--- src/supervisor_map.svh ---
// offsets, field positions, reset values and timing counts of the supervisor
`ifndef SUPERVISOR_MAP_SVH
`define SUPERVISOR_MAP_SVH

// system clock rate
`define CLK_FREQ_MHZ        50
// reset delay per channel, typical figure, in microseconds and cycles
`define RESET_DELAY_US      23500
`define RESET_DELAY_CYC     (`RESET_DELAY_US * `CLK_FREQ_MHZ)
// window upper boundary, in microseconds and cycles
`define WIN_UPPER_US        20000
`define WIN_UPPER_CYC       (`WIN_UPPER_US * `CLK_FREQ_MHZ)
// window lower boundary, in nanoseconds and cycles
`define WIN_LOWER_NS        1250000
`define WIN_LOWER_CYC       (`WIN_LOWER_NS * `CLK_FREQ_MHZ / 1000)
// fault pulse is the upper boundary divided by this
`define FAULT_PULSE_DIV     8
`define FAULT_PULSE_CYC     (`WIN_UPPER_CYC / `FAULT_PULSE_DIV)
// longest undervoltage to reset delay, in microseconds and cycles
`define UV_ASSERT_MAX_US    30
`define UV_ASSERT_MAX_CYC   (`UV_ASSERT_MAX_US * `CLK_FREQ_MHZ)
// timer width
`define CNT_W               24

// register byte offsets
`define ADDR_CTRL           4'h0
`define ADDR_STATUS         4'h4
`define ADDR_FAULTS         4'h8
// control register fields and reset value
`define CTRL_WD_OFF_BIT     0
`define CTRL_RESET          1'b0
// status register fields
`define ST_RESET_OUT_FIRST_BIT         0
`define ST_RESET_OUT_SECOND_BIT         1
`define ST_FAULT_BIT        2
`define ST_WD_RUN_BIT       3
`define ST_CH2_EN_BIT       4
`define ST_MODE_LSB         5
`define ST_PINS_LSB         7
// axi responses
`define RESP_OKAY           2'b00
`define RESP_SLVERR         2'b10

// synchroniser bit positions
`define SY_RAIL1            0
`define SY_RAIL2            1
`define SY_KICK             2
`define SY_WDOFF            3
`define SY_CFG_LSB          4
`define SY_PIN_LSB          6
`define SY_W                9
// edges after reset before the filtered pins can be trusted
`define SY_FILL_CYC         3'd4
// three-state select codes as seen on seq_select_in
`define SEL_TIED_HIGH       2'b01
`define SEL_TIED_LOW        2'b10

`endif

--- src/supervisor_pkg.sv ---
// types shared by the supervisor design
package supervisor_pkg;
`include "supervisor_map.svh"

	// start sequence chosen by the three-state select
	typedef enum logic [1:0] {
		MODE_FLOAT = 2'b00,
		MODE_HIGH  = 2'b01,
		MODE_LOW   = 2'b10
	} seq_mode_t;

	// whole state of the supervisor
	typedef struct packed {
		logic [`SY_W-1:0]  sync1;
		logic [`SY_W-1:0]  sync2;
		logic [`SY_W-1:0]  sync3;
		logic [`SY_W-1:0]  stable;
		logic              kick_prev;
		logic              reset_out_first_on;
		logic              reset_out_second_on;
		logic [`CNT_W-1:0] por1_cnt;
		logic [`CNT_W-1:0] por2_cnt;
		logic              ch2_en;
		logic [2:0]        warm_cnt;  // edges since reset while the filter fills
		logic              wd_run;
		logic [`CNT_W-1:0] wd_cnt;
		logic              fault_on;
		logic [`CNT_W-1:0] fault_cnt;
		logic [7:0]        fault_total;
		logic              wd_off;
		logic              aw_full;
		logic [3:0]        aw_addr;
		logic              w_full;
		logic [31:0]       w_data;
		logic [3:0]        w_strb;
		logic              bvalid;
		logic [1:0]        bresp;
		logic              rvalid;
		logic [31:0]       rdata;
		logic [1:0]        rresp;
	} sup_state_t;
endpackage

--- src/supervisor_reset_watchdog.sv ---
// supervisor: two power-on resets, window watchdog and axi4-lite registers
`timescale 1ns/1ps
`include "supervisor_map.svh"

// Operation
// - decode three-state select into three sequences
// - high or low: second channel waits first rail
// - high: own-rail resets, watchdog after both released
// - low: both resets wait both rails, timer one
// - floating: channels start together, own-rail resets
// - floating: watchdog starts when first reset releases
// - rail ten percent low pulls reset low
// - rail good starts timer, release after delay
// - resets are active low open drain
// - disable input high stops the watchdog
// - kick edge before lower boundary is fault
// - no kick edge within upper boundary is fault
// - fault pulse lasts one eighth upper boundary
// - fault ends at timer expiry or reset low
// - upper boundary typically twenty milliseconds
// - lower boundary typically one point twenty-five milliseconds
// - reset asserts within thirty microseconds of undervoltage
module supervisor_reset_watchdog
	import supervisor_pkg::*;
#(
	parameter int RESET_DELAY_FIRST  = `RESET_DELAY_CYC,
	parameter int RESET_DELAY_SECOND = `RESET_DELAY_CYC,
	parameter int WIN_UPPER          = `WIN_UPPER_CYC,
	parameter int WIN_LOWER          = `WIN_LOWER_CYC,
	parameter int FAULT_PULSE        = `FAULT_PULSE_CYC
) (
	input  wire logic        clk_in,
	input  wire logic        resetn_in,
	input  wire logic        rail_sense_first_in,
	input  wire logic        rail_sense_second_in,
	input  wire logic [1:0]  seq_select_in,
	input  wire logic        watchdog_kick_in,
	input  wire logic        watchdog_disable_in,
	input  wire logic        reset_out_first_in,
	output logic             reset_out_first_out,
	output logic             reset_out_first_oen_out,
	input  wire logic        reset_out_second_in,
	output logic             reset_out_second_out,
	output logic             reset_out_second_oen_out,
	input  wire logic        watchdog_fault_in,
	output logic             watchdog_fault_out,
	output logic             watchdog_fault_oen_out,
	output logic             channel_second_enable_out,
	input  wire logic [3:0]  axi_awaddr_in,
	input  wire logic        axi_awvalid_in,
	output logic             axi_awready_out,
	input  wire logic [31:0] axi_wdata_in,
	input  wire logic [3:0]  axi_wstrb_in,
	input  wire logic        axi_wvalid_in,
	output logic             axi_wready_out,
	output logic [1:0]       axi_bresp_out,
	output logic             axi_bvalid_out,
	input  wire logic        axi_bready_in,
	input  wire logic [3:0]  axi_araddr_in,
	input  wire logic        axi_arvalid_in,
	output logic             axi_arready_out,
	output logic [31:0]      axi_rdata_out,
	output logic [1:0]       axi_rresp_out,
	output logic             axi_rvalid_out,
	input  wire logic        axi_rready_in
);

	// counts narrowed once to the timer width
	localparam logic [`CNT_W-1:0] DELAY1_C = `CNT_W'(RESET_DELAY_FIRST);
	localparam logic [`CNT_W-1:0] DELAY2_C = `CNT_W'(RESET_DELAY_SECOND);
	localparam logic [`CNT_W-1:0] UPPER_C  = `CNT_W'(WIN_UPPER);
	localparam logic [`CNT_W-1:0] LOWER_C  = `CNT_W'(WIN_LOWER);
	localparam logic [`CNT_W-1:0] PULSE_C  = `CNT_W'(FAULT_PULSE);
	localparam logic [`CNT_W-1:0] ONE_C    = `CNT_W'(1);

	sup_state_t s_reg;      // registered state
	sup_state_t s_next;     // next state
	seq_mode_t  mode;       // decoded sequence
	logic       rail1_ok;   // first rail above threshold, filtered
	logic       rail2_ok;   // second rail above threshold, filtered
	logic       kick_lvl;   // filtered kick level
	logic       good1;      // release condition of the first reset timer
	logic       good2;      // release condition of the second reset timer
	logic       wd_start;   // watchdog may run in this sequence
	logic       wd_block;   // watchdog held off by pin or software
	logic       kick_fall;  // one falling edge of the kick input
	logic       fault_hit;  // window violated this cycle
	logic       aw_hit;     // write address taken
	logic       w_hit;      // write data taken
	logic       ar_hit;     // read address taken
	logic [31:0] status_w;  // assembled status word

	// handshake outputs: a channel is ready while its holding slot is empty
	assign axi_awready_out = ~s_reg.aw_full;
	assign axi_wready_out  = ~s_reg.w_full;
	assign axi_arready_out = ~s_reg.rvalid;
	assign aw_hit          = axi_awvalid_in & ~s_reg.aw_full;
	assign w_hit           = axi_wvalid_in & ~s_reg.w_full;
	assign ar_hit          = axi_arvalid_in & ~s_reg.rvalid;

	// response outputs straight from flops
	assign axi_bvalid_out = s_reg.bvalid;
	assign axi_bresp_out  = s_reg.bresp;
	assign axi_rvalid_out = s_reg.rvalid;
	assign axi_rdata_out  = s_reg.rdata;
	assign axi_rresp_out  = s_reg.rresp;

	// open-drain pins only ever pull low; enable low means pulling
	assign reset_out_first_out      = 1'b0;
	assign reset_out_first_oen_out  = ~s_reg.reset_out_first_on;
	assign reset_out_second_out     = 1'b0;
	assign reset_out_second_oen_out = ~s_reg.reset_out_second_on;
	assign watchdog_fault_out       = 1'b0;
	assign watchdog_fault_oen_out   = ~s_reg.fault_on;
	assign channel_second_enable_out = s_reg.ch2_en;

	// filtered levels; the first sync stage feeds only the second
	assign rail1_ok = s_reg.stable[`SY_RAIL1];
	assign rail2_ok = s_reg.stable[`SY_RAIL2];
	assign kick_lvl = s_reg.stable[`SY_KICK];

	// three-state select decode; any other code counts as floating
	always_comb begin
		case (s_reg.stable[`SY_CFG_LSB +: 2])
			`SEL_TIED_HIGH: mode = MODE_HIGH;
			`SEL_TIED_LOW:  mode = MODE_LOW;
			default:        mode = MODE_FLOAT;
		endcase
	end

	// status word seen by software
	always_comb begin
		status_w = 32'h0000_0000;
		status_w[`ST_RESET_OUT_FIRST_BIT]  = s_reg.reset_out_first_on;
		status_w[`ST_RESET_OUT_SECOND_BIT]  = s_reg.reset_out_second_on;
		status_w[`ST_FAULT_BIT] = s_reg.fault_on;
		status_w[`ST_WD_RUN_BIT] = s_reg.wd_run;
		status_w[`ST_CH2_EN_BIT] = s_reg.ch2_en;
		status_w[`ST_MODE_LSB +: 2] = mode;
		status_w[`ST_PINS_LSB +: 3] = s_reg.stable[`SY_PIN_LSB +: 3];
	end

	// next-state logic for the whole block
	always_comb begin
		s_next = s_reg;
		fault_hit = 1'b0;
		kick_fall = 1'b0;

		// three-stage synchronisers; a level counts once stages two and three agree
		s_next.sync1 = {watchdog_fault_in, reset_out_second_in, reset_out_first_in,
			seq_select_in, watchdog_disable_in, watchdog_kick_in,
			rail_sense_second_in, rail_sense_first_in};
		s_next.sync2 = s_reg.sync1;
		s_next.sync3 = s_reg.sync2;
		s_next.stable = (s_reg.sync2 & s_reg.sync3) |
			(s_reg.stable & (s_reg.sync2 ^ s_reg.sync3));

		// second channel start order; held while the pin filter fills, since its
		// cleared reset value would otherwise decode as a floating select
		if (s_reg.warm_cnt != `SY_FILL_CYC) begin
			s_next.warm_cnt = s_reg.warm_cnt + 3'd1;
		end else if (mode == MODE_FLOAT) begin
			s_next.ch2_en = 1'b1;
		end else if (rail1_ok) begin
			s_next.ch2_en = 1'b1;
		end

		// release conditions; tied low groups both rails on timer one
		good1 = (mode == MODE_LOW) ? (rail1_ok & rail2_ok) : rail1_ok;
		good2 = rail2_ok;

		// first reset: low rail asserts at once, good rail runs the delay
		if (!good1) begin
			s_next.reset_out_first_on  = 1'b1;
			s_next.por1_cnt = '0;
		end else if (s_reg.reset_out_first_on) begin
			if (s_reg.por1_cnt >= DELAY1_C - ONE_C) begin
				s_next.reset_out_first_on = 1'b0;
			end else begin
				s_next.por1_cnt = s_reg.por1_cnt + ONE_C;
			end
		end

		// second reset: mirrors the first when grouped, else its own rail
		if (mode == MODE_LOW) begin
			s_next.reset_out_second_on  = s_next.reset_out_first_on;
			s_next.por2_cnt = '0;
		end else if (!good2) begin
			s_next.reset_out_second_on  = 1'b1;
			s_next.por2_cnt = '0;
		end else if (s_reg.reset_out_second_on) begin
			if (s_reg.por2_cnt >= DELAY2_C - ONE_C) begin
				s_next.reset_out_second_on = 1'b0;
			end else begin
				s_next.por2_cnt = s_reg.por2_cnt + ONE_C;
			end
		end

		// watchdog start point depends on the sequence
		if (mode == MODE_FLOAT) begin
			wd_start = ~s_reg.reset_out_first_on;
		end else begin
			wd_start = ~s_reg.reset_out_first_on & ~s_reg.reset_out_second_on;
		end
		wd_block = s_reg.stable[`SY_WDOFF] | s_reg.wd_off;

		// window timer; each filtered falling kick edge restarts it
		s_next.kick_prev = kick_lvl;
		if (wd_block || !wd_start) begin
			s_next.wd_run = 1'b0;
			s_next.wd_cnt = '0;
		end else if (!s_reg.wd_run) begin
			s_next.wd_run = 1'b1;
			s_next.wd_cnt = '0;
		end else begin
			kick_fall = s_reg.kick_prev & ~kick_lvl;
			if (kick_fall) begin
				fault_hit = (s_reg.wd_cnt < LOWER_C);
				s_next.wd_cnt = '0;
			end else if (s_reg.wd_cnt >= UPPER_C - ONE_C) begin
				fault_hit = 1'b1;
				s_next.wd_cnt = '0;
			end else begin
				s_next.wd_cnt = s_reg.wd_cnt + ONE_C;
			end
		end

		// fault pulse timer
		if (s_reg.fault_on) begin
			if (s_reg.fault_cnt >= PULSE_C - ONE_C) begin
				s_next.fault_on = 1'b0;
			end else begin
				s_next.fault_cnt = s_reg.fault_cnt + ONE_C;
			end
		end
		// a new violation restarts the pulse
		if (fault_hit) begin
			s_next.fault_on  = 1'b1;
			s_next.fault_cnt = '0;
		end
		// an asserted reset ends the pulse early
		if (s_reg.reset_out_first_on || s_reg.reset_out_second_on) begin
			s_next.fault_on  = 1'b0;
			s_next.fault_cnt = '0;
		end

		// write channel capture, in either order
		if (aw_hit) begin
			s_next.aw_full = 1'b1;
			s_next.aw_addr = axi_awaddr_in;
		end
		if (w_hit) begin
			s_next.w_full = 1'b1;
			s_next.w_data = axi_wdata_in;
			s_next.w_strb = axi_wstrb_in;
		end
		if (s_reg.bvalid && axi_bready_in) begin
			s_next.bvalid = 1'b0;
		end

		// perform a write once both halves are held and no response waits
		if (s_reg.aw_full && s_reg.w_full && !s_reg.bvalid) begin
			s_next.aw_full = 1'b0;
			s_next.w_full  = 1'b0;
			s_next.bvalid  = 1'b1;
			s_next.bresp   = `RESP_OKAY;
			if (s_reg.aw_addr == `ADDR_CTRL) begin
				if (s_reg.w_strb[0]) begin
					s_next.wd_off = s_reg.w_data[`CTRL_WD_OFF_BIT];
				end
			end else if (s_reg.aw_addr == `ADDR_FAULTS) begin
				// a write with byte lane 0 enabled clears the counter; a fault in the same cycle still counts
				if (s_reg.w_strb[0]) begin
					s_next.fault_total = 8'h00;
				end
			end else if (s_reg.aw_addr == `ADDR_STATUS) begin
				s_next.bresp = `RESP_OKAY;
			end else begin
				s_next.bresp = `RESP_SLVERR;
			end
		end
		// counter saturates rather than wrap, so a storm stays visible
		if (fault_hit && (s_next.fault_total != 8'hff)) begin
			s_next.fault_total = s_next.fault_total + 8'h01;
		end

		// read channel: data registered with the valid
		if (s_reg.rvalid && axi_rready_in) begin
			s_next.rvalid = 1'b0;
		end
		if (ar_hit) begin
			s_next.rvalid = 1'b1;
			s_next.rresp  = `RESP_OKAY;
			if (axi_araddr_in == `ADDR_CTRL) begin
				s_next.rdata = {31'h0000_0000, s_reg.wd_off};
			end else if (axi_araddr_in == `ADDR_STATUS) begin
				s_next.rdata = status_w;
			end else if (axi_araddr_in == `ADDR_FAULTS) begin
				s_next.rdata = {24'h00_0000, s_reg.fault_total};
			end else begin
				s_next.rdata = 32'h0000_0000;
				s_next.rresp = `RESP_SLVERR;
			end
		end
	end

	// state register; reset holds both resets asserted and the bus idle
	always_ff @(posedge clk_in or negedge resetn_in) begin
		if (!resetn_in) begin
			s_reg         <= '0;
			s_reg.reset_out_first_on <= 1'b1;
			s_reg.reset_out_second_on <= 1'b1;
			s_reg.wd_off  <= `CTRL_RESET;
		end else begin
			s_reg <= s_next;
		end
	end

endmodule

--- config.mk ---
export PLATFORM = sky130hd
export DESIGN_NAME = supervisor_reset_watchdog
export DESIGN_NICKNAME = d
export VERILOG_FILES = /design/src/supervisor_pkg.sv /design/src/supervisor_reset_watchdog.sv
export VERILOG_INCLUDE_DIRS = /design/src
export SDC_FILE = /design/constraint.sdc
export NUM_CORES = 1
export LEC_CHECK = 0
export ABC_AREA = 1
export BUFFER_PORTS_ARGS = -buffer_cell sky130_fd_sc_hd__buf_2
export CAP_MARGIN = 20
export CORE_MARGIN = 10
export CORE_UTILIZATION = 52
export DETAILED_ROUTE_END_ITERATION = 12
export GPL_ROUTABILITY_DRIVEN = 0
export PLACE_DENSITY_LB_ADDON = 0.1
export SLEW_MARGIN = 40
export SYNTH_ARGS = -nofsm -noshare
export SYNTH_HDL_FRONTEND = slang
export SYNTH_SLANG_ARGS = --single-unit
--- constraint.sdc ---
create_clock -name clk_in -period 2.75 [get_ports clk_in]
set_input_delay 0.55 -clock clk_in [delete_from_list [all_inputs] [get_ports clk_in]]
set_output_delay 0.55 -clock clk_in [all_outputs]
set_load 0.05 [all_outputs]
# Yosys cells after proc, flatten, opt, wreduce, memory -nomap -nowiden
# Index checks and enable logic that the tools add are counted.
# Widths: inputs -> output; s select.
classes:
  add_sub_neg: 6
  mul: 0
  div_mod_pow: 0
  magnitude_cmp: 5
  eq_ne: 14
  shift: 0
  muxes: 55
  bitwise: 19
  reduce_logical: 23
ops:
  columns: ["operator", "count"]
  rows:
  - ["$mux 24", 11]
  - ["$mux 25", 4]
  - ["$add 24x1->24 const B", 4]
  - ["$ge 24x21->1 const B", 2]
  - ["$mux 8", 5]
  - ["$mux 37", 1]
  - ["$mux 35", 1]
  - ["$mux 32", 1]
  - ["$ge 24x17->1 const B", 1]
  - ["$ge 24x20->1 const B", 1]
  - ["$lt 24x16->1 const B", 1]
  - ["$mux 1", 21]
  - ["$mux 10", 2]
  - ["$and 9x9->9", 2]
  - ["$mux 2", 6]
  - ["$reduce_bool 2->1", 5]
  - ["$or 9x9->9", 1]
  - ["$xor 9x9->9", 1]
  - ["$add 8x1->8 const B", 1]
  - ["$eq 4x3->1 const B", 2]
  - ["$eq 4x4->1 const B", 2]
  - ["$logic_not 4->1", 2]
  - ["$ne 8x8->1 const B", 1]
  - ["$not 1->1", 8]
  - ["other kinds (18)", 36]
word_totals:
  register_bits: 230
  latchBits: 0
  mem_bits_rw: 0
  mem_bits_ro: 0
  input_bits: 60
  out_inout_bits: 48
  wordCells: 149
  n_memories: 0

# Logic depth before layout (Yosys ltp)
depth:
  depth_word: 9
  ltp_mapped: 15

# Worst setup path before layout
# Ideal clock, no wire load.
synth_path:
  kind: "reg2reg"
  startpoint: "reg s_reg (netlist bit axi_bvalid_out)"
  endpoint: "reg s_reg[87] in the netlist's numbering"
  setup_ns: 0.116
  arrival_ns: 2.150
  required_time_ns: 2.634
  slack_ns: 0.484
  stages_incl_launch_ff: 16
  n_path_buf: 1
  cell_sequence: "dfrtp_1 -> inv_1 -> nand3_1 -> nor2_1 -> nand2_1 -> buf_4 -> inv_1 -> nor2_1 -> ha_1 -> nand2_1 -> nor3_2 -> nand2_1 -> nand2_2 -> inv_2 -> nand2_1 -> nand2_1"
synth_rtl:
  columns: ["item", "line", "rtl"]
  rows:
  - ["start: declaration", "supervisor_reset_watchdog.sv:76", "sup_state_t s_reg;"]
  - ["start signal: assignment", "supervisor_reset_watchdog.sv:315", "s_reg <= s_next;"]

==> insert_results.sql <==
INSERT INTO impl_metrics (metric_group, metric, value, unit) VALUES
('min_path', 'hold_path_class', 'in2async', ''),
('synth', 'mappedNetlistArea', '9380', 'µm²'),
('critical_path', 'critPathTopFamily', 'simple AND/OR/NAND/NOR gates', ''),
('critical_path', 'critical_path_required', '3.07', 'ns'),
('global_route', 'grt_max_degree', '75', ''),
('power_and_ir_drop', 'power.share.combinational', '11.4', '%'),
('critical_path', 'crit_buf_inv', '2', ''),
('timing', 'clock.fmax', '459', 'MHz'),
('timing', 'hold_violations', '0', ''),
('cells_and_area', 'largest_register_ffs', '136', ''),
('placed_design', 'dp_worst_setup_slack', '0.588', 'ns'),
('placed_design', 'hpwlAfterDp', '14000', 'µm'),
('synth', 'yosys-top-cells-area', 'dfrtp_1, nand2_1, nor2_1', ''),
('cells_and_area', 'insertedDiodeCount', '0', ''),
('floorplan', 'fp.dieArea', '23800', 'µm²'),
('global_route', 'vias_in_the_first_global_route', '7216', ''),
('global_route', 'grt_antenna_before_repair', '0', ''),
('clock_network', 'cts_tree', 'built', ''),
('timing', 'max_slew_vio_count', '0', ''),
('power_and_ir_drop', 'clock_power_share', '43.5', '%'),
('timing', 'worst-slew-pin-transition', '0.806', 'ns'),
('synth', 'synthDominantAreaCellType', 'dfrtp_1', ''),
('global_route', 'grt_use_met1', '22.1', '%'),
('synth', 'synthXorXnorAreaFrac', '3.92', '%'),
('synth', 'ys.warnings.count', '0', ''),
('route', 'viasPerCell', '5.03', ''),
('placed_design', 'post-place-cells', '1443', ''),
('clock_network', 'postCtsHoldBufs', '0', ''),
('critical_path', 'r2r-end', 's_reg[86]', ''),
('floorplan', 'chipWidth', '154', 'µm'),
('synth', 'synth_area_in_compound_gates', '4.84', '%'),
('floorplan', 'die_h', '154', 'µm'),
('cells_and_area', 'fill_cells', '1629', ''),
('critical_path', 'setup.worst_path.class', 'reg2reg', ''),
('timing', 'worst_slack', '0.573', 'ns'),
('critical_path', 'timing.critical_path.fanout_max', '9', ''),
('route', 'routed_wire_length_per_instance', '13.5', 'µm'),
('run_status', 'status', 'complete, no violations', ''),
('route', 'detailedRoute.firstPassIterationCount', '6', ''),
('floorplan', 'core-area', '17800', 'µm²'),
('run', 'timing.max_cap.violations', '0', ''),
('critical_path', 'timing.critical_path.arrival', '2.50', 'ns'),
('clock_network', 'clk_root_buffer_cell', 'clkbuf_16', ''),
('power_and_ir_drop', 'switching_fraction_of_total_power', '27.0', '%'),
('global_route', 'routing_layer_with_the_top_usage_in_global_route', 'met2', ''),
('clock_network', 'postCtsSetupRepairBufs', '0', ''),
('synth', 'post_synth_and_or_nand_nor_area_fraction', '32.9', '%'),
('power_and_ir_drop', 'pwr_density_cell', '591', 'nW/µm²'),
('synth', 'post_synth_mux_area_share', '0.480', '%'),
('timing', 'fin_worst_hold_slack', '0.0160', 'ns'),
('power_and_ir_drop', 'internal_power', '4460', 'µW'),
('synth', 'synthesis.instances', '1195', ''),
('critical_path', 'cp_num_cells', '13', ''),
('timing', 'final-setup-viol-count', '0', ''),
('timing', 'setup_repair_after_global_routing_missed_its_margin', 'false', ''),
('global_route', 'grt_first_pass_wirelength', '34300', 'µm'),
('route', 'route.antenna.remaining_nets', '0', ''),
('timing', 'timing.final.crit_share', '79.2', '%'),
('synth', 'synth_seq_area_share', '45.9', '%'),
('critical_path', 'setup.worst_path.end_class', 'register', ''),
('cells_and_area', 'syn_to_final_growth', '10.1', '%'),
('cells_and_area', 'final_layout_size_suffix_gt1_share', '10.6', '%'),
('synth', 'synth_seq_cells', '172', ''),
('timing', 'maxSlewHeadroom', '46.2', '%'),
('global_route', 'grt_util_met2', '27.5', '%'),
('route', 'routed-via-count', '7414', ''),
('clock_network', 'clkLatencyLatePin', '0.43', 'ns'),
('clock_network', 'clk_pin_slew', '0.07', 'ns'),
('global_route', 'grt_use_total', '16.9', '%'),
('critical_path', 'worst_path_most_repeated_cell', 'nand2_1', ''),
('synth', 'combinational_family_with_the_most_area_after_synthesis', 'simple AND/OR/NAND/NOR gates', '');
## logic make-up after synthesis
kind of cell	count (synthesis)
and+or+nand+nor	700
buffers and inverters	183
DFF	172
AOI/OAI and AO/OA	74
xor gates and xnor gates	42
adders and majority gates	19
muxes	4
other	1
## metal layers
layer  up-vias  share of wire [%]
li1       3850                  -
met1      3407                 48
met2       131                 47
met3        26                4.0
met4         0                1.7
met5         -                  0
## Yosys cell counts
library cell and instances:
nand4_2 2, xor2_1 36, o21ai_2 5, nor2_1 169
nand3_2 1, buf_2 7, nor2_2 2, o22ai_1 1
conb_1 1, and2_1 2, ha_1 19, nand2_1 311
dfstp_2 2, inv_1 106, clkbuf_1 17, xnor2_1 6
nor3b_1 7, nand2_4 3, a32o_1 1, dfrtp_1 170
nand4_1 34, a21o_1 10, nor3_1 33, buf_4 42
a31o_2 1, nor3_2 7, a31oi_1 1, nor2_8 1
o21bai_1 3, inv_2 6, or2_2 3, nand3_1 111
nor4_1 7, nand3b_1 3, clkinv_1 1, o31ai_1 1
mux2_2 4, a21oi_4 1, a21oi_1 10, a211oi_1 3
o21ai_1 1, nand2_2 4, buf_6 4, o21ai_0 36
## through the flow
step	instance area (µm²)	util, %
3_5_place_dp	9680	54.3
5_1_grt	10300	57.9
2_1_floorplan	9490	-
3_3_place_gp	9680	54.3
6_report	10300	57.9
4_1_cts	10300	57.9
## how the worst max path moves through the flow
stage                         startpoint        end  slack, ns
after floorplan           axi_bvalid_out  s_reg[87]       0.48
after global placement         s_reg[79]  s_reg[88]       0.61
after detailed placement       s_reg[74]  s_reg[86]       0.59
after CTS                      s_reg[74]  s_reg[86]       0.57
after global routing      axi_bvalid_out  s_reg[88]       0.35
final                          s_reg[74]  s_reg[86]       0.57
## area by class of cell
| cell class | count | area (µm²) | area share [%] |
|---|---|---|---|
| multi-input cells | 870 | 4310 | 41.7 |
| flip-flops and latches | 172 | 4310 | 41.7 |
| clock buffers | 18 | 429 | 4.15 |
| inverters | 113 | 424 | 4.11 |
| repair buffers | 59 | 359 | 3.48 |
| well taps | 229 | 287 | 2.77 |
| clock inverters | 13 | 214 | 2.07 |
## cell usage in the layout (no fill, tap or decap), drive strengths merged
cell type | netlist | routed
buf | 53 | 59
nor2 | 172 | 172
a21o | 10 | 10
clkinv | 1 | 3
conb | 1 | 31
xor2 | 36 | 36
a21oi | 11 | 11
nor3 | 40 | 40
o21bai | 3 | 3
xnor2 | 6 | 6
bufinv | 0 | 5
a31o | 1 | 1
dfstp | 2 | 2
nand3b | 3 | 3
and2 | 2 | 2
dfrtp | 170 | 170
nor4 | 7 | 7
nand3 | 112 | 112
inv | 112 | 116
a32o | 1 | 1
ha | 19 | 19
nand4 | 36 | 36
clkinvlp | 0 | 2
o21ai | 42 | 42
nor3b | 7 | 7
nand2 | 318 | 318
o31ai | 1 | 1
o22ai | 1 | 1
mux2 | 4 | 4
a211oi | 3 | 3
a31oi | 1 | 1
or2 | 3 | 3
clkbuf | 17 | 18
## power by group through the flow
stage               clock network (µW)  registers (µW)  logic (µW)
floorplan                            0            2810         535
global placement                     0            2790         700
detailed placement                   0            2800         708
CTS                               2710            2750         710
global route                      2810            2770         780
finish                            2650            2750         698
Note: power is estimated with default switching activity, not from simulation.
